`src/hdl/pll1_cfg_consts.svh`:
```
`ifndef PLL1_CFG_CONSTS_SVH
`define PLL1_CFG_CONSTS_SVH
// register byte addresses are four times the register index
`define IDX_FILTER_A_SET0   8'h20
`define IDX_FILTER_A_SET1   8'h21
`define IDX_FILTER_A_SET2   8'h22
`define IDX_FILTER_A_SET3   8'h23
`define IDX_FILTER_CAPS_SET0 8'h24
`define IDX_FILTER_CAPS_SET1 8'h25
`define IDX_FILTER_CAPS_SET2 8'h26
`define IDX_FILTER_CAPS_SET3 8'h27
`define IDX_PRESCALER_SET0  8'h28
`define IDX_PRESCALER_SET1  8'h29
`define IDX_PRESCALER_SET2  8'h2A
`define IDX_PRESCALER_SET3  8'h2B
`define IDX_MODE_CTRL       8'h30
`define IDX_ACTIVE_STATUS   8'h31
`define ADDR_LSB            2
`define RESET_BYTE          8'h00
`define SET_ZERO            2'h0
`define ODIV_SEL_BIT        7
`define PUMP_MSB            6
`define PUMP_LSB            4
`define RZ_MSB              3
`define RZ_LSB              0
`define CP_MSB              7
`define CP_LSB              4
`define CZ_MSB              3
`define CZ_LSB              0
`define MODE_MFC_BIT        0
`define MODE_GIN_EN_BIT     1
`define PUMP_BASE_UA        10'h005
`define RZ_MIN_OHM          16'h012C
`define RZ_STEP_OHM         16'h03E8
`define CZ_MIN_FF           16'h1770
`define CZ_STEP_FF          16'h6A40
`define CP_MIN_FF           16'h0514
`define CP_STEP_FF          16'h02EE
`endif

```
`src/hdl/pll1_cfg_pkg.sv`:
```
package pll1_cfg_pkg;
  typedef struct packed {
    logic       out_div_cfg_select;
    logic [2:0] pump_current_code;
    logic [3:0] zero_resistor_code;
    logic [3:0] pole_cap_code;
    logic [3:0] zero_cap_code;
    logic [7:0] input_prescaler_value;
  } cfg_set_t;

  typedef struct packed {
    logic [9:0]  pump_current_ua;
    logic [15:0] zero_resistor_ohm;
    logic [15:0] zero_cap_ff;
    logic [15:0] pole_cap_ff;
  } analog_t;

  typedef enum logic [1:0] {
    BUS_IDLE = 2'b00,
    BUS_ACK  = 2'b01
  } bus_state_t;
endpackage

```
`src/hdl/pll1_cfg_regs.sv`:
```
// Operation
// - four loop-filter copies, one per configuration set, each reset to zero
// - select inputs disabled unless multi-function mode and the input enable bit are both set: use configuration set zero
// - each set holds a bit choosing one of two output-divider configurations
// - divider selector acts only in multi-function mode; reset picks config zero
// - resistor code maps linearly: minimum plus fixed step per code
// - zero-capacitor code maps linearly: minimum plus fixed step per code
// - pole-capacitor code maps linearly: minimum plus fixed step per code
// - pump current is base unit times two to the code
// - four 8-bit prescaler values, one per set, each reset to zero
//
// Design decision made here: register access over Avalon-MM.
`include "pll1_cfg_consts.svh"
`timescale 1ns/1ps
`default_nettype none
module pll1_cfg_regs (
  input  wire logic                   CLK,
  input  wire logic                   RST_N,
  input  wire logic [7:0]             AVS_ADDRESS,
  input  wire logic                   AVS_READ,
  input  wire logic                   AVS_WRITE,
  input  wire logic [31:0]            AVS_WRITEDATA,
  input  wire logic [3:0]             AVS_BYTEENABLE,
  output logic      [31:0]            AVS_READDATA,
  output logic                        AVS_WAITREQUEST,
  input  wire logic [1:0]             CONFIG_SELECT_INPUTS,
  output pll1_cfg_pkg::cfg_set_t      ACTIVE_CFG,
  output pll1_cfg_pkg::analog_t       ANALOG,
  output logic      [1:0]             ACTIVE_SET
);
  logic [7:0]               filter_a_ff    [4];
  logic [7:0]               filter_caps_ff [4];
  logic [7:0]               prescaler_ff   [4];

  logic                     mfc_mode_ff;
  logic                     gin_enable_ff;
  logic [1:0]               sel_meta_ff;
  logic [1:0]               sel_sync_ff;

  pll1_cfg_pkg::bus_state_t state_ff;
  logic [5:0]               idx;
  logic                     wr_take;
  logic                     rd_take;
  logic                     wr_byte;
  logic                     wr_mode;
  logic [3:0]               wr_filter_a;
  logic [3:0]               wr_filter_caps;
  logic [3:0]               wr_prescaler;
  logic [7:0]               rd_byte;

  logic [1:0]               nxt_set;
  pll1_cfg_pkg::cfg_set_t   set_view [4];
  pll1_cfg_pkg::cfg_set_t   nxt_cfg;
  pll1_cfg_pkg::analog_t    nxt_analog;
  logic [9:0]               pump_ua;

  assign idx = AVS_ADDRESS[7:`ADDR_LSB];
  // waitrequest low for exactly one cycle after the request is seen
  assign wr_take = AVS_WRITE && (state_ff == pll1_cfg_pkg::BUS_ACK);
  assign rd_take = AVS_READ && (state_ff == pll1_cfg_pkg::BUS_ACK);
  // byte lane 0 carries every register; the other lanes are ignored
  assign wr_byte = wr_take && AVS_BYTEENABLE[0];
  assign wr_mode = wr_byte && (idx == 6'(`IDX_MODE_CTRL));

  always_ff @(posedge CLK or negedge RST_N) begin
    if (!RST_N) begin
      state_ff <= pll1_cfg_pkg::BUS_IDLE;
    end else begin
      case (state_ff)
        pll1_cfg_pkg::BUS_IDLE: begin
          if (AVS_READ || AVS_WRITE) begin
            state_ff <= pll1_cfg_pkg::BUS_ACK;
          end
        end
        pll1_cfg_pkg::BUS_ACK: begin
          state_ff <= pll1_cfg_pkg::BUS_IDLE;
        end
        default: begin
          state_ff <= pll1_cfg_pkg::BUS_IDLE;
        end
      endcase
    end
  end

  // follows the idle-to-ack step so the pin comes straight from a flop
  always_ff @(posedge CLK or negedge RST_N) begin
    if (!RST_N) begin
      AVS_WAITREQUEST <= 1'b1;
    end else if (state_ff == pll1_cfg_pkg::BUS_IDLE && (AVS_READ || AVS_WRITE)) begin
      AVS_WAITREQUEST <= 1'b0;
    end else begin
      AVS_WAITREQUEST <= 1'b1;
    end
  end

  genvar g;
  generate
    for (g = 0; g < 4; g++) begin : g_set
      assign wr_filter_a[g]    = wr_byte && (idx == 6'(`IDX_FILTER_A_SET0 + g));
      assign wr_filter_caps[g] = wr_byte && (idx == 6'(`IDX_FILTER_CAPS_SET0 + g));
      assign wr_prescaler[g]   = wr_byte && (idx == 6'(`IDX_PRESCALER_SET0 + g));

      always_ff @(posedge CLK or negedge RST_N) begin
        if (!RST_N) begin
          filter_a_ff[g] <= `RESET_BYTE;
        end else if (wr_filter_a[g]) begin
          filter_a_ff[g] <= AVS_WRITEDATA[7:0];
        end
      end

      always_ff @(posedge CLK or negedge RST_N) begin
        if (!RST_N) begin
          filter_caps_ff[g] <= `RESET_BYTE;
        end else if (wr_filter_caps[g]) begin
          filter_caps_ff[g] <= AVS_WRITEDATA[7:0];
        end
      end

      always_ff @(posedge CLK or negedge RST_N) begin
        if (!RST_N) begin
          prescaler_ff[g] <= `RESET_BYTE;
        end else if (wr_prescaler[g]) begin
          prescaler_ff[g] <= AVS_WRITEDATA[7:0];
        end
      end

      always_comb begin
        set_view[g].out_div_cfg_select    = filter_a_ff[g][`ODIV_SEL_BIT];
        set_view[g].pump_current_code     = filter_a_ff[g][`PUMP_MSB:`PUMP_LSB];
        set_view[g].zero_resistor_code    = filter_a_ff[g][`RZ_MSB:`RZ_LSB];
        set_view[g].pole_cap_code         = filter_caps_ff[g][`CP_MSB:`CP_LSB];
        set_view[g].zero_cap_code         = filter_caps_ff[g][`CZ_MSB:`CZ_LSB];
        set_view[g].input_prescaler_value = prescaler_ff[g];
      end
    end
  endgenerate

  always_ff @(posedge CLK or negedge RST_N) begin
    if (!RST_N) begin
      mfc_mode_ff <= 1'b0;
    end else if (wr_mode) begin
      mfc_mode_ff <= AVS_WRITEDATA[`MODE_MFC_BIT];
    end
  end

  always_ff @(posedge CLK or negedge RST_N) begin
    if (!RST_N) begin
      gin_enable_ff <= 1'b0;
    end else if (wr_mode) begin
      gin_enable_ff <= AVS_WRITEDATA[`MODE_GIN_EN_BIT];
    end
  end

  // pins come from outside the clock domain; only the second stage is read
  always_ff @(posedge CLK or negedge RST_N) begin
    if (!RST_N) begin
      sel_meta_ff <= `SET_ZERO;
    end else begin
      sel_meta_ff <= CONFIG_SELECT_INPUTS;
    end
  end

  always_ff @(posedge CLK or negedge RST_N) begin
    if (!RST_N) begin
      sel_sync_ff <= `SET_ZERO;
    end else begin
      sel_sync_ff <= sel_meta_ff;
    end
  end

  // pins pick the set only when enabled in multi-function mode
  always_comb begin
    case ({mfc_mode_ff, gin_enable_ff})
      2'h3: begin
        nxt_set = sel_sync_ff;
      end
      default: begin
        nxt_set = `SET_ZERO;
      end
    endcase
  end

  // whole set taken through one index, so fields never mix sets
  always_comb begin
    case (nxt_set)
      2'h0: begin
        nxt_cfg = set_view[0];
      end
      2'h1: begin
        nxt_cfg = set_view[1];
      end
      2'h2: begin
        nxt_cfg = set_view[2];
      end
      2'h3: begin
        nxt_cfg = set_view[3];
      end
      default: begin
        nxt_cfg = set_view[0];
      end
    endcase
    if (!mfc_mode_ff) begin
      nxt_cfg.out_div_cfg_select = 1'b0;
    end
  end

  always_comb begin
    case (nxt_cfg.pump_current_code)
      3'h0: begin
        pump_ua = `PUMP_BASE_UA;
      end
      3'h1: begin
        pump_ua = `PUMP_BASE_UA << 3'h1;
      end
      3'h2: begin
        pump_ua = `PUMP_BASE_UA << 3'h2;
      end
      3'h3: begin
        pump_ua = `PUMP_BASE_UA << 3'h3;
      end
      3'h4: begin
        pump_ua = `PUMP_BASE_UA << 3'h4;
      end
      3'h5: begin
        pump_ua = `PUMP_BASE_UA << 3'h5;
      end
      3'h6: begin
        pump_ua = `PUMP_BASE_UA << 3'h6;
      end
      3'h7: begin
        pump_ua = `PUMP_BASE_UA << 3'h7;
      end
      default: begin
        pump_ua = `PUMP_BASE_UA;
      end
    endcase
  end

  // analog values in integer units: ohm, femtofarad (zero cap in 10 fF), microamp
  always_comb begin
    nxt_analog.pump_current_ua   = pump_ua;
    nxt_analog.zero_resistor_ohm = 16'(`RZ_MIN_OHM
                                   + `RZ_STEP_OHM * nxt_cfg.zero_resistor_code);
    // 16 bits cannot hold the top zero-cap codes in fF; kept in units of 10 fF
    nxt_analog.zero_cap_ff       = 16'((`CZ_MIN_FF
                                   + `CZ_STEP_FF * 20'(nxt_cfg.zero_cap_code)) / 10);
    nxt_analog.pole_cap_ff       = 16'(`CP_MIN_FF
                                   + `CP_STEP_FF * nxt_cfg.pole_cap_code);
  end

  // one register stage so every field changes on the same edge
  always_ff @(posedge CLK or negedge RST_N) begin
    if (!RST_N) begin
      ACTIVE_CFG <= '0;
    end else begin
      ACTIVE_CFG <= nxt_cfg;
    end
  end

  always_ff @(posedge CLK or negedge RST_N) begin
    if (!RST_N) begin
      ANALOG <= '0;
    end else begin
      ANALOG <= nxt_analog;
    end
  end

  always_ff @(posedge CLK or negedge RST_N) begin
    if (!RST_N) begin
      ACTIVE_SET <= `SET_ZERO;
    end else begin
      ACTIVE_SET <= nxt_set;
    end
  end

  always_comb begin
    rd_byte = `RESET_BYTE;
    case (idx)
      6'(`IDX_FILTER_A_SET0): begin
        rd_byte = filter_a_ff[0];
      end
      6'(`IDX_FILTER_A_SET1): begin
        rd_byte = filter_a_ff[1];
      end
      6'(`IDX_FILTER_A_SET2): begin
        rd_byte = filter_a_ff[2];
      end
      6'(`IDX_FILTER_A_SET3): begin
        rd_byte = filter_a_ff[3];
      end
      6'(`IDX_FILTER_CAPS_SET0): begin
        rd_byte = filter_caps_ff[0];
      end
      6'(`IDX_FILTER_CAPS_SET1): begin
        rd_byte = filter_caps_ff[1];
      end
      6'(`IDX_FILTER_CAPS_SET2): begin
        rd_byte = filter_caps_ff[2];
      end
      6'(`IDX_FILTER_CAPS_SET3): begin
        rd_byte = filter_caps_ff[3];
      end
      6'(`IDX_PRESCALER_SET0): begin
        rd_byte = prescaler_ff[0];
      end
      6'(`IDX_PRESCALER_SET1): begin
        rd_byte = prescaler_ff[1];
      end
      6'(`IDX_PRESCALER_SET2): begin
        rd_byte = prescaler_ff[2];
      end
      6'(`IDX_PRESCALER_SET3): begin
        rd_byte = prescaler_ff[3];
      end
      6'(`IDX_MODE_CTRL): begin
        rd_byte = {6'h00, gin_enable_ff, mfc_mode_ff};
      end
      6'(`IDX_ACTIVE_STATUS): begin
        rd_byte = {6'h00, ACTIVE_SET};
      end
      default: begin
        rd_byte = `RESET_BYTE;
      end
    endcase
  end

  always_ff @(posedge CLK or negedge RST_N) begin
    if (!RST_N) begin
      AVS_READDATA <= 32'h0000_0000;
    end else if (AVS_READ && state_ff == pll1_cfg_pkg::BUS_IDLE) begin
      AVS_READDATA <= {24'h000000, rd_byte};
    end else if (rd_take) begin
      AVS_READDATA <= AVS_READDATA;
    end
  end
endmodule
`default_nettype wire

```
`config.mk`:
```
export PLATFORM = sky130hd
export DESIGN_NAME = pll1_cfg_regs
export DESIGN_NICKNAME = d
export VERILOG_FILES = /design/src/hdl/pll1_cfg_pkg.sv /design/src/hdl/pll1_cfg_regs.sv
export VERILOG_INCLUDE_DIRS = /design/src /design/src/hdl
export SDC_FILE = /design/constraint.sdc
export NUM_CORES = 1
export LEC_CHECK = 0
export ABC_CLOCK_PERIOD_IN_PS = 17650
export BUFFER_PORTS_ARGS = -buffer_cell sky130_fd_sc_hd__buf_2
export CAP_MARGIN = 5
export CORE_MARGIN = 10
export CORE_UTILIZATION = 50
export DETAILED_ROUTE_END_ITERATION = 7
export GPL_ROUTABILITY_DRIVEN = 0
export PLACE_DENSITY = 0.71
export SLEW_MARGIN = 20
export SYNTH_ARGS = -nofsm -noshare
export SYNTH_HDL_FRONTEND = slang
export SYNTH_SLANG_ARGS = --single-unit
```
`constraint.sdc`:
```
create_clock -name CLK -period 17.65 [get_ports CLK]
set_clock_uncertainty 0.15 [all_clocks]
set_input_delay 2.6475 -clock CLK [delete_from_list [all_inputs] [get_ports CLK]]
set_output_delay 2.6475 -clock CLK [all_outputs]
set_load 0.01 [all_outputs]
```
# Word level (Yosys, flattened, before mapping)
# Memory sizes are Yosys's and may differ from the RTL's. A register that Yosys moved wholly into a read port is not among the register bits.
# Cells that the tools add are included.
dict set report word_totals {
  out_inout_bits 117
  romBits 80
  ff_bits 185
  input_bits 50
  latch_bits 0
  wordCells 85
  memories 1
  mem_bits_rw 0
}
# name depth word_bits read_ports rd_ports_with_merged_regs wr line
set memory_table {}
lappend memory_table {{(no name shown)} 8 10 1 1 0 pll1_cfg_regs.sv:208} ;# case (nxt_cfg.pump_current_code)
dict set report op_classes {
  n_addsub 3
  mux 7
  n_eq_ne 20
  n_lt_le_gt_ge 0
  reduce_logical 21
  bitwise_logic 0
  shifts 0
  n_div 1
  mul 3
}
# operator n
set ops {}
lappend ops {{$pmux W8 S14} 1}
lappend ops {{$pmux W24 S4} 1}
lappend ops {{$eq A6 B6 Y1 const B} 14}
lappend ops {{$div A32 B4 Y32 const B} 1}
lappend ops {{$mul A9 B4 Y13 const A} 2}
lappend ops {{$add A13 B19 Y20 const A} 1}
lappend ops {{$logic_and A1 B1 Y1} 17}
lappend ops {{$add A11 B14 Y15 const A} 1}
lappend ops {{$add A9 B14 Y15 const A} 1}
lappend ops {{$mul A7 B4 Y11 const A} 1}
lappend ops {{$eq A2 B2 Y1 const B} 3}
lappend ops {{$mux W2} 3}
lappend ops {{$eq A2 B1 Y1 const B} 2}
lappend ops {{$logic_not A2 Y1} 2}
lappend ops {{$mux W1} 2}
lappend ops {{$ne A2 B2 Y1 const B} 1}
lappend ops {{$logic_not A1 Y1} 1}
lappend ops {{$logic_or A1 B1 Y1} 1}

# Logic depth before layout (Yosys ltp)
# Gate-level depths: netlist of run 1.
dict set report logic_depth {
  ltp_word 7
  depth_mapped 84
  depth_no_buf 72
}

# Least setup slack after synthesis of run 1
# OpenSTA, ideal clock, no wires.
dict set report synth_path {
  path_type {register to register}
  start {reg sel_sync_ff[0]}
  end {reg ANALOG[16] in the netlist's numbering}
  t_required_ns 17.359
  synth_period_minus_slack_ns 18.751
  arrival_time_ns 18.460
  stages_incl_launch_ff 75
  n_path_buf 11
  path_slack_ns -1.101
  setup_time_ns 0.141
  path_cell_list {dfrtp_1 buf_2 buf_1 clkbuf_1 buf_1 mux2i_1 a221oi_1 ha_1 xnor2_1 ha_1 a21o_1 ha_1 nor2b_1 a221oi_1 o21ai_0 a211o_1 or4_1 and4_1 [39 not listed] or2_4 inv_4 ha_1 inv_1 and4_1 nand3_1 buf_2 nor2_1 inv_1 ha_1 nor2b_1 xnor2_1 o21ai_1 xnor2_1 or3_1 a2111o_1 a2111oi_2 o221ai_2}
}
# item line
set synth_lines {}
lappend synth_lines {{start, declared} pll1_cfg_regs.sv:38} ;# logic [1:0] sel_sync_ff;
lappend synth_lines {{start signal, assigned} pll1_cfg_regs.sv:165} ;# sel_sync_ff <= `SET_ZERO;
lappend synth_lines {{start signal, assigned} pll1_cfg_regs.sv:167} ;# sel_sync_ff <= sel_meta_ff;
lappend synth_lines {{end signal, assigned} pll1_cfg_regs.sv:264} ;# ANALOG <= nxt_analog;
lappend synth_lines {{end, declared} pll1_cfg_regs.sv:28} ;# output pll1_cfg_pkg::analog_t ANALOG,

==> impl_metrics.env, run 1 <==
export IMPL_hpwl_mm=49.6
export IMPL_async_flop_share=1.00
export IMPL_clock_path_buffers=2
export IMPL_final_cell_mix="buf_4 (209), nor2_1 (197), nand2_1 (194), dfrtp_1 (188), mux2_2 (112)"
export IMPL_worstSetupPathType="register to register"
export IMPL_place_port_buffers=108
export IMPL_timing_setup_tns_ns=0
export IMPL_antenna_found_initial=4
export IMPL_drive_gt1_frac=0.294
export IMPL_maxSlewViolCount=0
export IMPL_drtIter0Drc=2584
export IMPL_critical_path_required_ns=17.85
export IMPL_numClockSinks=190
export IMPL_final_nets=2780
export IMPL_drv_cap=0
export IMPL_synth_seq_cells=190
export IMPL_synth_compound_area_share=0.287
export IMPL_htreeDepth=4
export IMPL_synthSimpleGateAreaFrac=0.217
export IMPL_die_w_um=222
export IMPL_hold_depth=0
export IMPL_critical_path_startpoint="sel_sync_ff[0]$_DFF_PN0_"
export IMPL_core_um2=40600
export IMPL_dieHeight_um=222
export IMPL_syn_inst=2416
export IMPL_holdWs_ns=0.222
export IMPL_critPathBufInv=15
export IMPL_grt_pass1_vias=19433
export IMPL_cts_buffers=17
export IMPL_synthXorXnorAreaFrac=0.0593
export IMPL_fmax_ghz=0.0575
export IMPL_grt_total_usage=0.252
export IMPL_synthToLayoutAreaGrowth_pct=20.3
export IMPL_overflow=0
export IMPL_slew_headroom=0.273
export IMPL_worst_slack_ns=0.266
export IMPL_r2r_setup_slack_ns=0.27
export IMPL_grt_pass1_wl_mm=104
export IMPL_cp_arrival_ns=17.58
export IMPL_startpoint_type="register"
export IMPL_rows=74
export IMPL_ys_flop_type="dfrtp_1"
export IMPL_status="finished, final reports clean"
export IMPL_wl_per_cell_um=21.5
export IMPL_synth_seq_area_share=0.232
export IMPL_clk_latency_ns=0.49
export IMPL_reg2reg_depth=77
export IMPL_slowest_delay_ns=0.56
export IMPL_syn_avg_cell_area_um2=8.48
export IMPL_io_pins=167
export IMPL_ys_warn_count=0
export IMPL_vias=21401
export IMPL_cp_common_cell="buf_4"
export IMPL_firstDrtPassIters=6
export IMPL_dp_cells=3082
export IMPL_min_from="sel_meta_ff[0]$_DFF_PN0_"
export IMPL_min_to="sel_sync_ff[0]$_DFF_PN0_"
export IMPL_cts_tree="yes"
export IMPL_syn_cell_area_um2=20500
export IMPL_synthMuxAreaShare=0.103
export IMPL_min_path_type="register to register"
export IMPL_drc=0
export IMPL_tightest_slew_ns=1.09
export IMPL_final_common_cell="buf_4"
export IMPL_initial_utilization=0.504
export IMPL_antenna_left=0
export IMPL_synth_cell_types=147
export IMPL_endpoint_kind="register"
export IMPL_cts_root_buf="clkbuf_16"
export IMPL_crit_family="compound AO/OA/AOI/OAI gates"
export IMPL_clk_pin_slew_ns=0.09
export IMPL_final_cells=3202
export IMPL_postRouteWirelength_mm=68.7
export IMPL_viasPerCell=6.68
export IMPL_finalCritPeriodShare=0.985
export IMPL_synth_edf_count=0
export IMPL_rr_startpoint="sel_sync_ff[0]$_DFF_PN0_"
export IMPL_r2r_end="ANALOG[16]$_DFF_PN0_"
export IMPL_place_ws_ns=-0.273
export IMPL_synth_top_family_by_area="compound AO/OA/AOI/OAI gates"
export IMPL_finalSetupViolCount=0
export IMPL_worst_path_max_fanout=10
export IMPL_hold_viol_final=0
export IMPL_crit_slowest_cell="or4_4"
export IMPL_synth_fa_ha_area_frac=0.0511
export IMPL_grt_max_degree=108
export IMPL_die_area_um2=49500
export IMPL_fin_crit_ns=17.38
==> synth_stat cells (13+ instances only) <==
cell type	number	share of area
nor4_1	32	0.0098
o211ai_1	30	0.011
o21ai_0	111	0.027
and3_1	32	0.0098
buf_1	13	0.0024
and2_1	33	0.010
o21ai_1	22	0.0054
o21a_1	23	0.0084
xor2_1	34	0.015
or4_1	15	0.0055
nand2b_1	19	0.0058
buf_2	25	0.0061
nand3_1	56	0.014
nor2b_1	19	0.0058
o2111ai_1	14	0.0060
mux2_2	114	0.063
nand2_1	200	0.037
clkbuf_1	62	0.011
nand4_1	31	0.0095
buf_4	32	0.012
nor2_1	203	0.037
ha_1	62	0.038
o22ai_1	17	0.0052
inv_1	74	0.014
a21o_1	28	0.010
a211oi_1	25	0.0092
a22o_1	14	0.0060
a21oi_1	118	0.029
mux2i_1	66	0.032
o21bai_1	17	0.0062
a221oi_1	15	0.0064
o31a_1	13	0.0056
dfrtp_1	189	0.23
or3_1	23	0.0070
nor3_1	83	0.020
o31ai_1	19	0.0070
a31oi_1	35	0.011
a211o_1	17	0.0073
xnor2_1	87	0.037
o221ai_1	17	0.0073
a22oi_1	27	0.0099
fa_1	13	0.013
==> per-layer routing <==
metal  routed length (um)  GRT usage  vias up
li1                     -          -     9661
met1                28200      0.330    10319
met2                31900      0.408     1235
met3                 6640     0.0557      180
met4                 1930     0.0754        6
met5                   36          0        -
==> logic make-up after synthesis <==
group | Yosys count
other | 2
AND/OR/NAND/NOR | 846
flip-flops | 190
AO/OA/AOI/OAI | 761
adder cells (fa/ha/maj) | 76
XOR/XNOR | 130
buffers and inverters | 221
multiplexers | 190
==> cell type report <==
| type | count | area, um2 |
|---|---|---|
| antenna | 2 | 5.00 |
| clock buffer | 17 | 425 |
| clock inverter | 15 | 164 |
| fill | 3378 | 16000 |
| inverter | 83 | 317 |
| multi-input combinational | 2036 | 16100 |
| sequential | 190 | 4760 |
| tap | 532 | 666 |
| timing repair buffer | 327 | 2230 |
==> sequential cells by signal (all words and copies together), names as in the netlist <==
register / flops
ANALOG: 52
filter_a_ff: 32
gin_enable_ff: 1
ACTIVE_CFG: 24
mfc_mode_ff: 1
sel_sync_ff: 2
ACTIVE_SET: 2
prescaler_ff: 32
filter_caps_ff: 32
AVS_READDATA: 8
state_ff: 1
AVS_WAITREQUEST: 1
sel_meta_ff: 2
==> worst max path at each step <==
stage                                end  slack, ns  depth (start not counted)
floorplan           ANALOG[16]$_DFF_PN0_       0.02                         75
global placement    ANALOG[16]$_DFF_PN0_      0.008                         69
detailed placement  ANALOG[16]$_DFF_PN0_      -0.27                         68
CTS                 ANALOG[16]$_DFF_PN0_      0.002                         69
global route        ANALOG[16]$_DFF_PN0_      -0.33                         74
finish              ANALOG[16]$_DFF_PN0_       0.27                         77
==> metrics by stage <==
step,util,area [um2]
after floorplan,-,20700
final,0.606,24600
after global routing,0.606,24600
after CTS,0.565,23000
after detailed placement,0.546,22200
after global placement,0.546,22200
==> timing repair <==
item                       CTS  global route
gates cloned                 0             5
pin swaps                    4            69
hold endpoints to repair     0             0
setup endpoints to repair    1             2
resized for setup           28           207
hold buffers                 0             0
setup buffers                4            77
Power of run 1 is left out: the tool's default activity adds up to more than one toggle a clock period on the data nets, which glitch-free logic cannot reach.
==> inputs of run 2 (changes only) <==
ABC_CLOCK_PERIOD_IN_PS = 20300   (was 17650)
BUFFER_PORTS_ARGS = -buffer_cell sky130_fd_sc_hd__clkbuf_2   (was -buffer_cell sky130_fd_sc_hd__buf_2)
PLACE_DENSITY = 0.68   (was 0.71)
clock period = 20.3 ns   (was 17.65 ns; I/O delays follow)
==> impl_metrics.env, run 2 (synthesis gave the netlist of run 1 again) <==
export IMPL_overflow=0
export IMPL_numClockSinks=190
export IMPL_clock_path_buffers=2
export IMPL_core_um2=40600
export IMPL_hold_viol_final=0
export IMPL_largest_register="ANALOG"
export IMPL_maxSlewViolCount=0
export IMPL_fin_crit_ns=19.29
export IMPL_wl_met1_mm=27.5
export IMPL_largest_register_ff_count=52
export IMPL_initial_utilization=0.504
export IMPL_drtIter0Drc=2055
export IMPL_clk_pin_slew_ns=0.08
export IMPL_drc=0
export IMPL_final_cell_mix="nor2_1 (202), nand2_1 (198), dfrtp_1 (188), a21oi_1 (116), mux2_2 (114)"
export IMPL_status="finished, final reports clean"
export IMPL_synthToLayoutAreaGrowth_pct=10.8
export IMPL_cts_root_buf="clkbuf_16"
export IMPL_final_cells=3073
export IMPL_cts_buffers=17
export IMPL_grt_max_degree=75
export IMPL_dp_cells=3029
export IMPL_hpwl_mm=49.5
export IMPL_fmax_ghz=0.0518
export IMPL_vias=20456
export IMPL_htreeDepth=4
export IMPL_cp_arrival_ns=19.46
export IMPL_die_w_um=222
export IMPL_critical_path_required_ns=20.47
export IMPL_viasPerCell=6.66
export IMPL_grt_pass1_vias=19518
export IMPL_antenna_left=0
export IMPL_die_area_um2=49500
export IMPL_cp_common_cell="ha_1"
export IMPL_slew_headroom=0.270
export IMPL_final_nets=2649
export IMPL_firstDrtPassIters=7
export IMPL_finalSetupViolCount=0
export IMPL_wl_met3_mm=5.18
export IMPL_multiInputGateArea_um2=15000
export IMPL_postRouteWirelength_mm=65.3
export IMPL_grt_total_usage=0.250
export IMPL_tightest_slew_ns=1.09
export IMPL_wl_per_cell_um=21.2
export IMPL_topRoutingLayerUsed="met5"
export IMPL_crit_family="compound AO/OA/AOI/OAI gates"
export IMPL_finalCritPeriodShare=0.950
export IMPL_rows=74
export IMPL_slowest_delay_ns=0.49
export IMPL_regArea_um2=4760
export IMPL_place_port_buffers=108
export IMPL_antenna_found_initial=5
export IMPL_critPathBufInv=10
export IMPL_dieHeight_um=222
export IMPL_grt_pass1_wl_mm=104
export IMPL_drive_gt1_frac=0.210
export IMPL_clk_latency_ns=0.46
export IMPL_crit_slowest_cell="nor4_1"
export IMPL_n_fill_cell=3757
export IMPL_io_pins=167
export IMPL_final_common_cell="nor2_1"
export IMPL_met2_length_mm=30.8
export IMPL_startpoint_type="register"
export IMPL_drv_cap=0
export IMPL_min_path_type="register to register"
export IMPL_worstSetupPathType="register to register"
export IMPL_worst_path_max_fanout=17
export IMPL_holdWs_ns=0.212
export IMPL_endpoint_kind="register"
export IMPL_cts_tree="yes"
==> run 2: cell count changes in the layout (fill, tap and decap cells not counted), sizes merged <==
cell,change
buf,-236
clkbuf,+107
diode,+2
and3,-1
nand2,-1
bufinv,+2
clkinv,+3
inv,-5
==> run 2: worst reg2reg max path, delay by kind of cell, from the launching register on <==
family          cells  cell delay [ns]
compound gates     27             7.51
simple gates       22             6.01
buf+inv            10             2.00
fa+ha+maj           6             1.54
xor+xnor            7             1.28
flops               1             0.40
mux                 1             0.28
==> run 2: layer usage <==
layer,global-route usage,up-vias
li1,-,9399
met1,0.326,9967
met2,0.414,933
met3,0.0360,155
met4,0.0857,2
met5,0,-
==> run 2: worst paths after layout <==
check / startpoint / endpoint / slack [ns] / cells after the start
setup / recovery: sel_sync_ff[1]$_DFF_PN0_ / ANALOG[16]$_DFF_PN0_ / 1.01 / 73
hold / removal: sel_meta_ff[1]$_DFF_PN0_ / sel_sync_ff[1]$_DFF_PN0_ / 0.21 / 0
setup reg to reg: sel_sync_ff[1]$_DFF_PN0_ / ANALOG[16]$_DFF_PN0_ / 1.01 / 73
hold reg to reg: sel_meta_ff[1]$_DFF_PN0_ / sel_sync_ff[1]$_DFF_PN0_ / 0.21 / 0
max in group asynchronous: RST_N / mfc_mode_ff$_DFFE_PN0P_ / 16.14 / 2
min in group asynchronous: RST_N / ANALOG[18]$_DFF_PN0_ / 2.45 / 1
==> run 2: final cells by class <==
cell class                      instances  area share
Inverter                               83      0.0141
Clock buffer                           17      0.0187
Antenna cell                            4    0.000441
Tap cell                              532      0.0293
Sequential cell                       190       0.210
Timing Repair Buffer                  198      0.0542
Multi-Input combinational cell       2034       0.663
Clock inverter                         15      0.0106
==> run 2: what timing repair did <==
action                     CTS  global route
hold buffers                 0             0
setup endpoints to repair    0             2
buffers inserted             0             7
resized for setup            0            46
==> run 2: stage by stage <==
step	area (um2)	setup WS (ns)	TNS [ns]	utilization
2_1_floorplan	20600	1.55	0	-
3_3_place_gp	21700	0.531	0	0.534
3_5_place_dp	21700	0.200	0	0.534
4_1_cts	22400	0.131	0	0.551
5_1_grt	22700	-0.0380	-0.0380	0.558
6_report	22700	1.01	0	0.558
Power of run 2 is left out for the same reason.
==> inputs of run 3 (changes only) <==
ABC_CLOCK_PERIOD_IN_PS = 17330   (was 20300)
PLACE_DENSITY = 0.71   (was 0.68)
clock period = 17.33 ns   (was 20.3 ns; I/O delays follow)
==> impl_metrics.env, run 3 (synthesis gave the netlist of run 1 again) <==
export IMPL_n_fill_cell=3455
export IMPL_regArea_um2=4760
export IMPL_hpwl_mm=49.9
export IMPL_worstSetupPathType="register to register"
export IMPL_endpoint_kind="register"
export IMPL_grt_max_degree=90
export IMPL_die_area_um2=49500
export IMPL_dieHeight_um=222
export IMPL_worst_path_max_fanout=8
export IMPL_multiInputGateArea_um2=15900
export IMPL_startpoint_type="register"
export IMPL_cts_buffers=17
export IMPL_hold_viol_final=0
export IMPL_io_pins=167
export IMPL_crit_slowest_cell="a2111oi_1"
export IMPL_cts_hold_buffers=0
export IMPL_htreeDepth=4
export IMPL_timing_setup_tns_ns=0
export IMPL_antenna_found_initial=0
export IMPL_drc=1
export IMPL_die_w_um=222
export IMPL_final_common_cell="buf_4"
export IMPL_antenna_left=0
export IMPL_tightest_slew_ns=1.11
export IMPL_synthToLayoutAreaGrowth_pct=20.5
export IMPL_min_path_type="register to register"
export IMPL_slowest_delay_ns=0.64
export IMPL_viasPerCell=6.65
export IMPL_fmax_ghz=0.0595
export IMPL_finalSetupViolCount=0
export IMPL_clock_path_buffers=2
export IMPL_cp_arrival_ns=17.07
export IMPL_maxSlewViolCount=0
export IMPL_grt_total_usage=0.254
export IMPL_core_um2=40600
export IMPL_wl_per_cell_um=21.1
export IMPL_drive_gt1_frac=0.293
export IMPL_initial_utilization=0.504
export IMPL_numClockSinks=190
export IMPL_firstDrtPassIters=8
export IMPL_slew_headroom=0.255
export IMPL_cts_root_buf="clkbuf_16"
export IMPL_largest_register="ANALOG"
export IMPL_fin_crit_ns=16.81
export IMPL_clk_latency_ns=0.49
export IMPL_clk_pin_slew_ns=0.08
export IMPL_diodes=0
export IMPL_final_nets=2802
export IMPL_drv_cap=0
export IMPL_status="finished with violations"
export IMPL_grt_pass1_vias=20261
export IMPL_largest_register_ff_count=52
export IMPL_cts_tree="yes"
export IMPL_rows=74
export IMPL_postRouteWirelength_mm=68.1
export IMPL_violations="DRC"
export IMPL_final_cell_mix="buf_4 (237), nor2_1 (195), nand2_1 (194), dfrtp_1 (187)"
export IMPL_finalCritPeriodShare=0.970
export IMPL_place_port_buffers=108
export IMPL_overflow=0
export IMPL_critical_path_required_ns=17.59
export IMPL_vias=21430
export IMPL_grt_pass1_wl_mm=105
export IMPL_drtIter0Drc=2120
==> run 3: cell count changes in the layout (fill, tap and decap cells not counted), sizes merged, moves of 2 or more <==
cell,delta
diode,-4
clkinvlp,+2
clkbuf,+2
buf,+153
clkinv,-5
==> run 3: critical path, delay by kind of cell (launching register included) <==
kind                     cells  cell delay (ns)
AND/OR/NAND/NOR             26             7.17
AO/OA/AOI/OAI               21             6.04
adder cells (fa/ha/maj)      4             1.20
buffers and inverters        5             0.75
multiplexers                 2             0.66
flip-flops                   1             0.38
XOR/XNOR                     2             0.34
==> run 3: final cells by class <==
type / count / share of cell area
clock buffers: 19 / 0.0184
clock inverters: 12 / 0.00730
inverters: 83 / 0.0129
multi-input cells: 2034 / 0.643
flip-flops and latches: 190 / 0.193
well taps: 532 / 0.0270
repair buffers: 351 / 0.0984
==> run 3: stage by stage <==
step	worst slack (ns)	hold slack [ns]	area [um2]	cells	util
finish	0.524	0.199	24700	3221	0.607
global route	-0.124	0.218	24700	3221	0.607
CTS	0.00314	0.201	23400	3165	0.575
detailed placement	-0.105	0.185	22700	3134	0.558
global placement	0.110	0.188	22700	3134	0.558
floorplan	0.0203	0.181	20800	2444	-
==> run 3: layer usage <==
layer / track usage / share of wire
met4: 0.112 / 0.040
met5: 0 / 0
met2: 0.436 / 0.49
met3: 0.0431 / 0.075
met1: 0.307 / 0.39
==> run 3: repair_timing <==
action / in CTS / in global routing
endpoints found under the hold margin: 0 / 0
setup endpoints to repair: 1 / 2
gates resized for setup: 9 / 170
gates cloned: 0 / 2
buffers inserted: 0 / 54
pin swaps: 0 / 55
==> run 3: worst paths after layout <==
kind | slack (ns) | depth (start not counted) | to | from
worst max-delay path | 0.52 | 60 | ANALOG[16]$_DFF_PN0_ | gin_enable_ff$_DFFE_PN0P_
worst min-delay path | 0.20 | 0 | sel_sync_ff[0]$_DFF_PN0_ | sel_meta_ff[0]$_DFF_PN0_
worst max register to register | 0.52 | 60 | ANALOG[16]$_DFF_PN0_ | gin_enable_ff$_DFFE_PN0P_
worst min register to register | 0.20 | 0 | sel_sync_ff[0]$_DFF_PN0_ | sel_meta_ff[0]$_DFF_PN0_
max in group asynchronous | 13.01 | 3 | sel_sync_ff[0]$_DFF_PN0_ | RST_N
min in group asynchronous | 1.98 | 1 | ANALOG[23]$_DFF_PN0_ | RST_N
Power of run 3 is left out for the same reason.
